## src/inc/ddm_defines.svh

```systemverilog
// constants for the ddr4 mode readout, gear-down and power-save block
`ifndef DDM_DEFINES_SVH
`define DDM_DEFINES_SVH
// clock period in ns
`define DDM_CLK_NS 10
// readout locations, selected by bank address
`define DDM_LOC0 2'h0
`define DDM_LOC1 2'h1
`define DDM_LOC2 2'h2
`define DDM_LOC3 2'h3
// readout pages and read format in mode register 3
`define DDM_PAGE2 2'h2
`define DDM_PAGE3 2'h3
`define DDM_FMT_SERIAL 2'h0
// mode register bit positions
`define DDM_MR3_MPR_ON 2
`define DDM_MR3_GEAR 3
`define DDM_MR3_TEMP 5
`define DDM_MR4_MPSM 1
`define DDM_MR4_ABORT 9
// reset value of every mode register
`define DDM_MR_RST 14'h0000
// times in ns, cycles rounded up (least times)
`define DDM_TMPED_NS 40
`define DDM_TXMP_NS 200
`define DDM_TXS_NS 270
`define DDM_TXSA_NS 100
`define DDM_CYC(ns) ((ns + `DDM_CLK_NS - 1) / `DDM_CLK_NS)
// gear command delay, already in clocks
`define DDM_GEAR_CMD_CYC 24
// temperature refresh age, longest time, rounded down
`define DDM_TEMP_MS 32
`define DDM_TEMP_CYC ((`DDM_TEMP_MS * 1000000) / `DDM_CLK_NS)
`endif

```

## src/inc/ddm_pkg.sv

```systemverilog
// types for the ddr4 mode readout, gear-down and power-save block
package ddm_pkg;
  // command and control pins, sampled on clk
  typedef struct packed {
    logic        csN;
    logic        actN;
    logic        rasN;
    logic        casN;
    logic        weN;
    logic        cke;
    logic        odt;
    logic        bg0;
    logic [1:0]  ba;
    logic [13:0] addr;
  } ddm_cmd_t;
  // readout answer
  typedef struct packed {
    logic [7:0] data;
    logic       valid;
  } ddm_rd_t;
  // maximum power saving states
  typedef enum logic [1:0] {MP_OFF, MP_ENTRY, MP_ON, MP_EXIT} ddm_mpsm_t;
endpackage : ddm_pkg

```

## src/hdl/ddm_mode_ctrl.sv

```systemverilog
// ddr4 mode readout, gear-down and maximum power saving logic
// Functional notes
// RL1 - page 2 mirrors programmed mode settings
// RL2 - loc0 bits 4:3 give refresh rate
// RL3 - temp status refreshed, at most 32ms old
// RL4 - temp readout off freezes status bits
// RL5 - page 3 bit0 one except loc3
// RL6 - pages 1-3 read in serial format only
// RL7 - reset starts in 1N half rate
// RL8 - gear-down samples cs/cke/odt on sync edge
// RL9 - host sends gear MRS then even sync
// RL10 - 2N starts after gear command delay
// RL11 - host programs even latencies for 2N
// RL12 - 1N self refresh exit waits exit delay
// RL13 - self refresh and power save force 1N
// RL14 - exit delay picks abort time by MR4 A9
// RL15 - host enters power save by MRS
// RL16 - host disables parity, CAL, gear first
// RL17 - power save ignores all but exit, reset
// RL18 - after entry delay only cs, cke count
// RL19 - host keeps clock valid after entry
// RL20 - cs high at cke rise stays in mode
// RL21 - cs low at cke rise starts exit
// RL22 - host restarts clock before exit
// RL23 - host sends deselects during exit delay
// RL24 - exit clears MR4 power save bit
// RL25 - page 2 tracks later MRS updates
`include "ddm_defines.svh"
`timescale 1ns/1ps
`default_nettype none
module ddm_mode_ctrl #(
  parameter int TEMP_CYC = `DDM_TEMP_CYC  // temp refresh period
) (
  input  wire logic             clk,
  input  wire logic             reset_n,
  input  wire ddm_pkg::ddm_cmd_t cmd,
  input  wire logic [1:0]       tempRate,
  output var  ddm_pkg::ddm_rd_t rdOut,
  output var  logic             gearDown2n,
  output var  logic             mpsmOn,
  output var  logic             cmdAccept,
  output var  logic             ckeLatched,
  output var  logic             odtLatched,
  output var  logic             exitBusy
);
  import ddm_pkg::*;

  ////////////////////////////////////////////////////////////////////////
  // constants
  localparam logic [15:0] TMPED = 16'(`DDM_CYC(`DDM_TMPED_NS));
  localparam logic [15:0] TXMP  = 16'(`DDM_CYC(`DDM_TXMP_NS));
  localparam logic [15:0] TXS   = 16'(`DDM_CYC(`DDM_TXS_NS));
  localparam logic [15:0] TXSA  = 16'(`DDM_CYC(`DDM_TXSA_NS));
  localparam logic [15:0] GEARD = 16'(`DDM_GEAR_CMD_CYC);
  localparam logic [21:0] TEMPC = 22'(TEMP_CYC - 1);

  ////////////////////////////////////////////////////////////////////////
  // state
  logic [13:0] mr_ff [0:6];       // mode register copies
  logic        gearArm_ff;        // gear MRS seen, waiting sync
  logic        gearPar_ff;        // odd distance from gear MRS
  logic        gearWait_ff;       // sync seen, delay running
  logic [15:0] gearCnt_ff;        // gear command delay count
  logic        gearOn_ff;         // 2N active
  logic        phase_ff;          // free toggling clock phase
  logic        syncPhase_ff;      // phase captured at sync
  logic        srOn_ff;           // in self refresh
  logic [15:0] xsCnt_ff;          // self refresh exit delay
  ddm_mpsm_t   mpState_ff;        // power save state
  logic [15:0] mpCnt_ff;          // entry / exit delay
  logic        ckePrev_ff;        // cke last clock
  logic [1:0]  tempStat_ff;       // refresh rate status
  logic [21:0] tempCnt_ff;        // temp update timer
  ddm_rd_t     rdOut_ff;
  logic        cmdAccept_ff;
  logic        ckeLat_ff;
  logic        odtLat_ff;
  logic        mpsmOn_ff;         // power save flag, one clock behind
  logic        exitBusy_ff;       // exit delay flag, one clock behind

  ////////////////////////////////////////////////////////////////////////
  // command decode
  wire       sel    = !cmd.csN;
  wire       isMrs  = sel & cmd.actN & !cmd.rasN & !cmd.casN & !cmd.weN;
  wire       isRd   = sel & cmd.actN & cmd.rasN & !cmd.casN & cmd.weN;
  wire       isNop  = sel & cmd.actN & cmd.rasN & cmd.casN & cmd.weN;
  wire       isSre  = sel & cmd.actN & !cmd.rasN & !cmd.casN & cmd.weN
                      & !cmd.cke;
  wire [2:0] mrSel  = {cmd.bg0, cmd.ba};
  // in 2N only the edge aligned by sync is looked at
  wire       edgeOk = !gearOn_ff | (phase_ff == syncPhase_ff); // RL8
  // commands are dropped while any mode blocks them
  wire       live   = edgeOk & (mpState_ff == MP_OFF) & !srOn_ff   // RL17
                      & !gearWait_ff & (xsCnt_ff == 16'h0000);   // RL10
  wire       take   = live & sel;
  wire       mrWe   = live & isMrs & (mrSel != 3'h7);
  wire       ckeRise = cmd.cke & !ckePrev_ff;
  wire       mpDone = (mpState_ff == MP_EXIT) & (mpCnt_ff == 16'h0000);
  wire [13:0] mr0 = mr_ff[0];
  wire [13:0] mr1 = mr_ff[1];
  wire [13:0] mr2 = mr_ff[2];
  wire [13:0] mr3 = mr_ff[3];
  wire [13:0] mr4 = mr_ff[4];
  wire [13:0] mr5 = mr_ff[5];
  wire [13:0] mr6 = mr_ff[6];

  ////////////////////////////////////////////////////////////////////////
  // readout data, built from the live register copies
  wire [7:0] p2l0 = {3'h0, tempStat_ff, mr2[12], mr2[10:9]};   // RL2
  wire [7:0] p2l1 = {mr6[6:0], mr3[`DDM_MR3_GEAR]};            // RL1
  wire [7:0] p2l2 = {mr0[6:4], mr0[2], 1'b0, mr2[5:3]};        // RL1
  wire [7:0] p2l3 = {mr1[10:8], mr5[8:6], mr1[2:1]};           // RL1
  wire [7:0] p2Sel = (cmd.ba == `DDM_LOC0) ? p2l0 :
                     (cmd.ba == `DDM_LOC1) ? p2l1 :
                     (cmd.ba == `DDM_LOC2) ? p2l2 : p2l3;        // RL25
  // vendor page: upper bits read as zero
  wire [7:0] p3Sel = {7'h00, cmd.ba != `DDM_LOC3};             // RL5
  wire       mprOn = mr3[`DDM_MR3_MPR_ON];
  wire       serial = mr3[12:11] == `DDM_FMT_SERIAL;           // RL6
  wire       rdHit = live & isRd & mprOn & serial;
  wire [7:0] nxt_rdData = (mr3[1:0] == `DDM_PAGE2) ? p2Sel :
                          (mr3[1:0] == `DDM_PAGE3) ? p3Sel : 8'h00;

  ////////////////////////////////////////////////////////////////////////
  // mode register copies; power save exit clears its own bit
  always_ff @(posedge clk or negedge reset_n)
  begin
    if (!reset_n)
    begin
      for (int i = 0; i < 7; i++)
        mr_ff[i] <= `DDM_MR_RST;
    end
    else
    begin
      if (mrWe)
        mr_ff[mrSel] <= cmd.addr;                               // RL25
      if (mpDone)
        mr_ff[4][`DDM_MR4_MPSM] <= 1'b0;                        // RL24
    end
  end

  ////////////////////////////////////////////////////////////////////////
  // gear-down: MRS, then sync on an even distance, then delay
  wire gearMrs  = mrWe & (mrSel == 3'h3) & cmd.addr[`DDM_MR3_GEAR];
  wire syncSeen = gearArm_ff & isNop & !gearPar_ff;            // RL9
  wire forceOne = (live & isSre) | (mpState_ff != MP_OFF);     // RL13
  always_ff @(posedge clk or negedge reset_n)
  begin
    if (!reset_n)
    begin
      gearArm_ff   <= 1'b0;
      gearPar_ff   <= 1'b0;
      gearWait_ff  <= 1'b0;
      gearCnt_ff   <= 16'h0000;
      gearOn_ff    <= 1'b0;                                     // RL7
      phase_ff     <= 1'b0;
      syncPhase_ff <= 1'b0;
    end
    else
    begin
      phase_ff   <= !phase_ff;
      gearPar_ff <= gearMrs | !gearPar_ff;
      if (forceOne)
      begin
        // internal fall back to 1N
        gearArm_ff  <= 1'b0;
        gearWait_ff <= 1'b0;
        gearOn_ff   <= 1'b0;                                    // RL13
      end
      else if (gearMrs)
        gearArm_ff <= 1'b1;
      else if (syncSeen)
      begin
        gearArm_ff   <= 1'b0;
        gearWait_ff  <= 1'b1;
        gearCnt_ff   <= GEARD;
        syncPhase_ff <= phase_ff;                               // RL8
      end
      else if (gearWait_ff)
      begin
        gearCnt_ff <= gearCnt_ff - 16'h0001;
        if (gearCnt_ff == 16'h0001)
        begin
          gearWait_ff <= 1'b0;
          gearOn_ff   <= 1'b1;                                  // RL10
        end
      end
    end
  end

  ////////////////////////////////////////////////////////////////////////
  // self refresh and its exit delay
  always_ff @(posedge clk or negedge reset_n)
  begin
    if (!reset_n)
    begin
      srOn_ff  <= 1'b0;
      xsCnt_ff <= 16'h0000;
    end
    else if (srOn_ff)
    begin
      if (cmd.cke)
      begin
        srOn_ff  <= 1'b0;
        // abort exit is shorter when enabled
        xsCnt_ff <= mr4[`DDM_MR4_ABORT] ? TXSA : TXS;           // RL14
      end
    end
    else if (live & isSre)
      srOn_ff <= 1'b1;
    else if (xsCnt_ff != 16'h0000)
      xsCnt_ff <= xsCnt_ff - 16'h0001;                          // RL12
  end

  ////////////////////////////////////////////////////////////////////////
  // maximum power saving; pins are synchronous here, so the cke
  // rise is seen on clk rather than on the pin itself
  wire mpsmMrs = mrWe & (mrSel == 3'h4) & cmd.addr[`DDM_MR4_MPSM];
  always_ff @(posedge clk or negedge reset_n)
  begin
    if (!reset_n)
    begin
      mpState_ff <= MP_OFF;
      mpCnt_ff   <= 16'h0000;
      ckePrev_ff <= 1'b0;
    end
    else
    begin
      ckePrev_ff <= cmd.cke;
      case (mpState_ff)
        MP_OFF:
          if (mpsmMrs)
          begin
            mpState_ff <= MP_ENTRY;
            mpCnt_ff   <= TMPED;
          end
        MP_ENTRY:
          // only deselects expected here
          if (mpCnt_ff == 16'h0000)
            mpState_ff <= MP_ON;                                // RL18
          else
            mpCnt_ff <= mpCnt_ff - 16'h0001;
        MP_ON:
          // cs high at the cke rise keeps the mode
          if (ckeRise & !cmd.csN)                               // RL20
          begin
            mpState_ff <= MP_EXIT;                              // RL21
            mpCnt_ff   <= TXMP;
          end
        MP_EXIT:
          if (mpCnt_ff == 16'h0000)
            mpState_ff <= MP_OFF;
          else
            mpCnt_ff <= mpCnt_ff - 16'h0001;
        default:
          mpState_ff <= MP_OFF;
      endcase
    end
  end

  ////////////////////////////////////////////////////////////////////////
  // temperature status, sampled once per period while enabled
  always_ff @(posedge clk or negedge reset_n)
  begin
    if (!reset_n)
    begin
      tempStat_ff <= 2'h0;
      tempCnt_ff  <= 22'h000000;
    end
    else if (mr3[`DDM_MR3_TEMP])
    begin
      if (tempCnt_ff == 22'h000000)
      begin
        tempStat_ff <= tempRate;                                // RL3
        tempCnt_ff  <= TEMPC;
      end
      else
        tempCnt_ff <= tempCnt_ff - 22'h000001;
    end
    else
      tempCnt_ff <= 22'h000000;                                 // RL4
  end

  ////////////////////////////////////////////////////////////////////////
  // registered outputs
  always_ff @(posedge clk or negedge reset_n)
  begin
    if (!reset_n)
    begin
      rdOut_ff     <= '0;
      cmdAccept_ff <= 1'b0;
      ckeLat_ff    <= 1'b0;
      odtLat_ff    <= 1'b0;
      mpsmOn_ff    <= 1'b0;
      exitBusy_ff  <= 1'b0;
    end
    else
    begin
      // status flags trail the state by one clock so pins come from flops
      mpsmOn_ff      <= (mpState_ff == MP_ON);
      exitBusy_ff    <= (xsCnt_ff != 16'h0000) | (mpState_ff == MP_EXIT);
      rdOut_ff.valid <= rdHit;
      if (rdHit)
        rdOut_ff.data <= nxt_rdData;                            // RL1
      cmdAccept_ff <= take;
      if (edgeOk)
      begin
        ckeLat_ff <= cmd.cke;                                   // RL8
        odtLat_ff <= cmd.odt;
      end
    end
  end

  assign rdOut      = rdOut_ff;
  assign gearDown2n = gearOn_ff;
  assign mpsmOn     = mpsmOn_ff;
  assign cmdAccept  = cmdAccept_ff;
  assign ckeLatched = ckeLat_ff;
  assign odtLatched = odtLat_ff;
  assign exitBusy   = exitBusy_ff;
endmodule : ddm_mode_ctrl
`default_nettype wire

```

## config.mk

```make
export PLATFORM = sky130hd
export DESIGN_NAME = ddm_mode_ctrl
export DESIGN_NICKNAME = d
export VERILOG_FILES = /design/src/inc/ddm_pkg.sv /design/src/hdl/ddm_mode_ctrl.sv
export VERILOG_INCLUDE_DIRS = /design/src /design/src/inc
export SDC_FILE = /design/constraint.sdc
export NUM_CORES = 1
export LEC_CHECK = 0
export ABC_CLOCK_PERIOD_IN_PS = 7500
export BUFFER_PORTS_ARGS = -buffer_cell sky130_fd_sc_hd__buf_2
export CAP_MARGIN = 5
export CORE_UTILIZATION = 40
export CTS_BUF_LIST = sky130_fd_sc_hd__clkbuf_16
export DETAILED_ROUTE_END_ITERATION = 10
export GPL_ROUTABILITY_DRIVEN = 0
export MAX_ROUTING_LAYER = met4
export RECOVER_POWER = 50
export SYNTH_ARGS = -nofsm -noshare
export SYNTH_HDL_FRONTEND = slang
export SYNTH_SLANG_ARGS = --single-unit
```

## constraint.sdc

```tcl
create_clock -name clk -period 7.5 [get_ports clk]
set_input_delay 1.5 -clock clk [delete_from_list [all_inputs] [get_ports clk]]
set_output_delay 1.5 -clock clk [all_outputs]
set_load 0.01 [all_outputs]
```

==> Yosys cells after proc, flatten, opt, wreduce, memory -nomap -nowiden <==
Index checks and enable logic that the tools add are counted.
{ "word_totals": {"regBits": 194, "output_inout_bits": 15, "word_cells": 173} }
{ "op_classes": {"add_sub_neg": 4, "order_cmp": 2, "eq_ne": 22, "mux": 44, "bitwise_logic": 38, "n_reduce_logical": 34} }
{ "op_table": {"columns": ["cell", "n"], "rows": [
  ["16-bit 2-to-1 mux", 9],
  ["98-bit bitwise mux", 1],
  ["16-bit one-hot mux with 3 select lines", 1],
  ["16-bit by 1-bit subtractor with 16-bit output (second input constant)", 3],
  ["22-bit 2-to-1 mux", 2],
  ["14-bit demux with 3-bit select", 1],
  ["16-bit logical NOT", 2],
  ["8-bit 2-to-1 mux", 4],
  ["1-bit AND", 31],
  ["30-bit 2-to-1 mux", 1],
  ["22-bit logical NOT", 1],
  ["22-bit by 1-bit subtractor with 22-bit output (second input constant)", 1],
  ["1-bit 2-to-1 mux", 18],
  ["16-bit by 1-bit equality test with 1-bit output (second input constant)", 1],
  ["2-bit != test (second input constant)", 8],
  ["16-bit nonzero test", 1],
  ["14-bit 2-to-1 mux", 1],
  ["3-bit AND reduction", 4],
  ["2-bit nonzero test", 6],
  ["1-bit logical NOT", 11],
  ["2-bit equality test (second input constant)", 5],
  ["2-bit 2-to-1 mux", 4],
  ["2-bit one-hot mux with 4 select lines", 1],
  ["4-bit AND reduction", 2],
  ["other kinds (17)", 25]
]} }

==> Logic depth before layout (Yosys ltp) <==
{ "depth": {"depth_word": 12, "ltp_mapped": 10, "depth_no_buf": 7} }

==> Worst setup path after synthesis <==
No wires, ideal clock.
{ "synth_timing": {"path_type": "input port to flip-flop", "from": "input port cmd[23] (netlist bit)", "to": "register mpCnt_ff[3]", "arrival_time_ns": 3.217, "required_ns": 7.363, "setup_slack_ns": 4.146, "path_stages": 7, "path_cell_list": "or4b_1 -> nor4_1 -> nand4_1 -> buf_2 -> buf_2 -> a211oi_1 -> o32ai_1"} }
{ "synth_via": {"elab_chain_len": 11, "elab_cells_between_ends": 13, "cone_classes": "2 x eq/ne; 9 x bitwise; 2 x reduce/logical"} }
{ "synth_rtl": {"columns": ["item", "line", "source"], "rows": [
  ["from (decl)", "ddm_mode_ctrl.sv:36", "input wire ddm_pkg::ddm_cmd_t cmd,"],
  ["1-bit logical NOT (*)", "ddm_mode_ctrl.sv:83, ddm_mode_ctrl.sv:245", null],
  ["1-bit AND (4 in a row)", "ddm_mode_ctrl.sv:84", "wire isMrs = sel & cmd.actN & !cmd.rasN & !cmd.casN & !cmd.weN;"],
  ["1-bit AND (2 in a row)", "ddm_mode_ctrl.sv:96", "wire mrWe = live & isMrs & (mrSel != 3'h7);"],
  ["1-bit AND (2 in a row)", "ddm_mode_ctrl.sv:218", "wire mpsmMrs = mrWe & (mrSel == 3'h4) & cmd.addr[`DDM_MR4_MPSM];"],
  ["2-bit != test (no source line)", null, null],
  ["3-bit AND reduction (no source line) (*)", null, null],
  ["to (signal assigned)", "ddm_mode_ctrl.sv:242", "mpCnt_ff <= mpCnt_ff - 16'h0001;"],
  ["to (signal assigned)", "ddm_mode_ctrl.sv:254", "mpCnt_ff <= mpCnt_ff - 16'h0001;"],
  ["to (decl)", "ddm_mode_ctrl.sv:70", "logic [15:0] mpCnt_ff;"]
]} }
Mark *: on every way between the ends. The rest lies on a longest branch, timed or not.
A chain may end at the register's enable or synchronous reset.

==> Worst setup path in the final report <==
{ "layout_timing": {"from": "input port cmd[23] (netlist bit)", "to": "register mpCnt_ff[1]"} }
The elaborated chain is that of the path after synthesis.

==> run metrics <==
status complete, but fails checks; violated checks capacitance limit, slew limit; Cell Area, Synth approximately 0.0068 mm^2; syn avg cell area 10.36 um^2; EDFF count, synth 0; All-Layer GR Usage 0.1874; multiplexer area fraction after synthesis 0.09599; CP max FO 21; Synth cell types 72; PortBufs between 40 and 50; boundary pin count 43; RSZ-0062 raised after global routing false; post-CTS setup buffer count 0; clock tree buffer depth 2; DP Worst Slack 2.976 ns; CP Capture Type register; vias in the first global route 5256; Clock power frac 0.432; Post-Synth XOR/XNOR Area 0.04135; Seq/Total Area, Yosys 0.4763; worst slew pin tran around 2.8 ns; max cap viols 1; initial antenna violation count 0; final worst setup slack about 3.3 ns; CP Class input pin to register; clock root buffer master clkbuf_16; Worst Setup Start Kind input pin; CTS tree done; min-delay src phase_ff$_DFF_PN0_; Post-CTS Resized 0; CTS Sinks roughly 130; share of synthesized flip-flops with an asynchronous set or reset 1.000; Layout Nets 732; Simple-Gate Fraction of Synth Area 0.1957; crit-path max cell delay 0.86 ns; Pwr Density 223.6 mW/mm^2; Max Slew Vio Count 52; Pint 1254 uW; global route overflow 0; DP HPWL 10.55 mm; switching share of power 0.2669; DP Area 0.007163 mm^2; Synth Flop Type dfrtp_1; drt drc 0; peak supply drop 0.1356 mV; Arr. time, crit path 4.46 ns; CP startpoint cmd[23]; clock period minus worst slack 4.159 ns; Synth Area in Compound Gates 0.1313; reg2reg start xsCnt_ff[0]$_DFFE_PN0P_; H-tree depth 4; DRT Wirelength 15.03 mm; Yosys reg bits 129; commonest non-fill, non-tap cells in the layout dfrtp_1 (129), nor2_1 (69), mux2_2 (46), a21oi_1 (38), inv_1 (35); number of CTS-inserted buffers 17; DRT iter0 DRCs 298; Post-Synthesis Cells 654; Syn-to-layout area delta 12.85%; Die Ht 132.2 um; Die ar. about 0.017 mm^2; Wirelength per Cell 16.28 um; Final Skew 0.009010 ns; Seq pwr share 0.464; fmax between 200 and 250 MHz; CTS Hold Bufs 0; CP max-delay cell nand4_1; total negative setup slack 0 ns; area leader, netlist dfrtp_1; slew margin rel. -0.8575; Tcrit/Tclk final 0.5545; row count 47; Initial Utilization 0.4087; static leakage 0.003462 uW; CP required 7.80 ns; adder-cell share of the synthesized area 0.02400; worst hold path class register to register; top cells by area, synth dfrtp_1 (48%), mux2_2 (7.6%), nor2_1 (3.8%), a21oi_1 (2.8%), xor2_1 (2.5%); Yosys top cell area share 0.4763; worst skew pair latency ~0.42 ns; largest net degree at the start of global routing 80; die width 132.2 um; first-pass GRT wire length around 26 mm; Fin. Hold Viols 0; Vias 5172; combinational power share 0.104; largest family of logic cells by synthesized area simple AND/OR/NAND/NOR gates; Core ar. 0.01658 mm^2; first-pass detailed-route iteration total 4; Setup-failing EPs final 0; Synth Warn # 0; Post-DRT Antenna Nets 0; clk slew on worst S/H paths 0.06 ns; most common cell after layout, fill and taps aside dfrtp_1; worst-path cell chain clkbuf_1 > or4b_1 > nor4_1 > nand4_1 > a21oi_2 > mux2_4; layout cells sized above 1 0.1750; Sw Pwr ~460 uW; # diodes 0; Syn Nets 695; fin area between 0.007 and 0.008 mm^2; post-DR vias/cell 5.603
==> flip-flops by register name, indices dropped and copies added, names as in the netlist, 2 cells and up <==
name,cells
mpState_ff,2
mpCnt_ff,16
tempCnt_ff,22
tempStat_ff,2
mr1,5
mr2,6
mr3,7
mr6,7
xsCnt_ff,16
mr0,4
rdOut,9
mr5,3
gearCnt_ff,16
==> power groups by stage <==
stage	clock network (uW)	registers [uW]	logic, uW
finish	739	793	178
global route	788	800	202
detailed placement	0	805	179
CTS	756	794	181
floorplan	0	793	125
global placement	0	802	173
==> path summary, 6_finish.rpt <==
check                                                end  slack [ns]  cells after the start
worst max-delay path             mpCnt_ff[1]$_DFFE_PN0P_        3.34                      6
worst min-delay path                  phase_ff$_DFF_PN0_        0.47                      1
worst max register to register   mpCnt_ff[1]$_DFFE_PN0P_        3.95                      7
worst min register to register        phase_ff$_DFF_PN0_        0.47                      1
max in group asynchronous       mpCnt_ff[11]$_DFFE_PN0P_        3.38                      2
min in group asynchronous        mpCnt_ff[6]$_DFFE_PN0P_        1.97                      1
==> cell families (layout without fill, tap and decap cells) <==
logic type,count (synthesis),count (layout)
and+or+nand+nor,232,232
AOI/OAI and AO/OA,134,134
DFF,129,129
buffers and inverters,59,108
muxes,55,55
xor gates and xnor gates,32,32
adders and majority gates,13,13
==> routing by layer <==
metal | GRT usage | vias up | wire length [um]
li1 | - | 2480 | -
met1 | 0.2274 | 2591 | 6902
met2 | 0.3122 | 89 | 7473
met3 | 0.03768 | 12 | 490
met4 | 0.06194 | 0 | 161
met5 | - | - | 0
==> per-stage QoR <==
step                utilization  total power (uW)  instances  hold slack, ns
detailed placement       0.4319             984.1        892          0.4507
finish                   0.4612              1710        923          0.4665
CTS                      0.4638              1730        923          0.4662
global placement         0.4319             975.7        892          0.4366
global route             0.4612              1790        923          0.5049
floorplan                     -             918.7        654          0.4248
==> cell usage after synthesis (7+ instances only) <==
cell type  number
a21oi_1        38
mux2_2         46
nor3_1         17
a211oi_1       14
nor4_1         14
nand2_1        27
o21ai_0        22
dfrtp_1       129
or3_1          14
or4_1           8
buf_2           9
nand3_1        16
ha_1           13
nand4_1        10
nand2b_1        7
nor2_1         69
xor2_1         19
inv_1          33
xnor2_1        13
clkbuf_1       11
a31oi_1         8
==> worst max-delay path: cells and delay by family <==
kind	cells	cell delay [ns]
buffers and inverters	1	0.15
AO/OA/AOI/OAI	1	0.53
AND/OR/NAND/NOR	3	1.95
multiplexers	1	0.33
==> layout make-up <==
cell class	count	area, um^2
clock inverters	14	102.6
repair buffers	43	197.7
inverters	34	127.6
flip-flops and latches	129	3228
well taps	220	275.3
fillers	1572	8935
multi-input cells	466	3292
clock buffers	17	425.4
No activity file was read; power rests on OpenSTA's default activity.
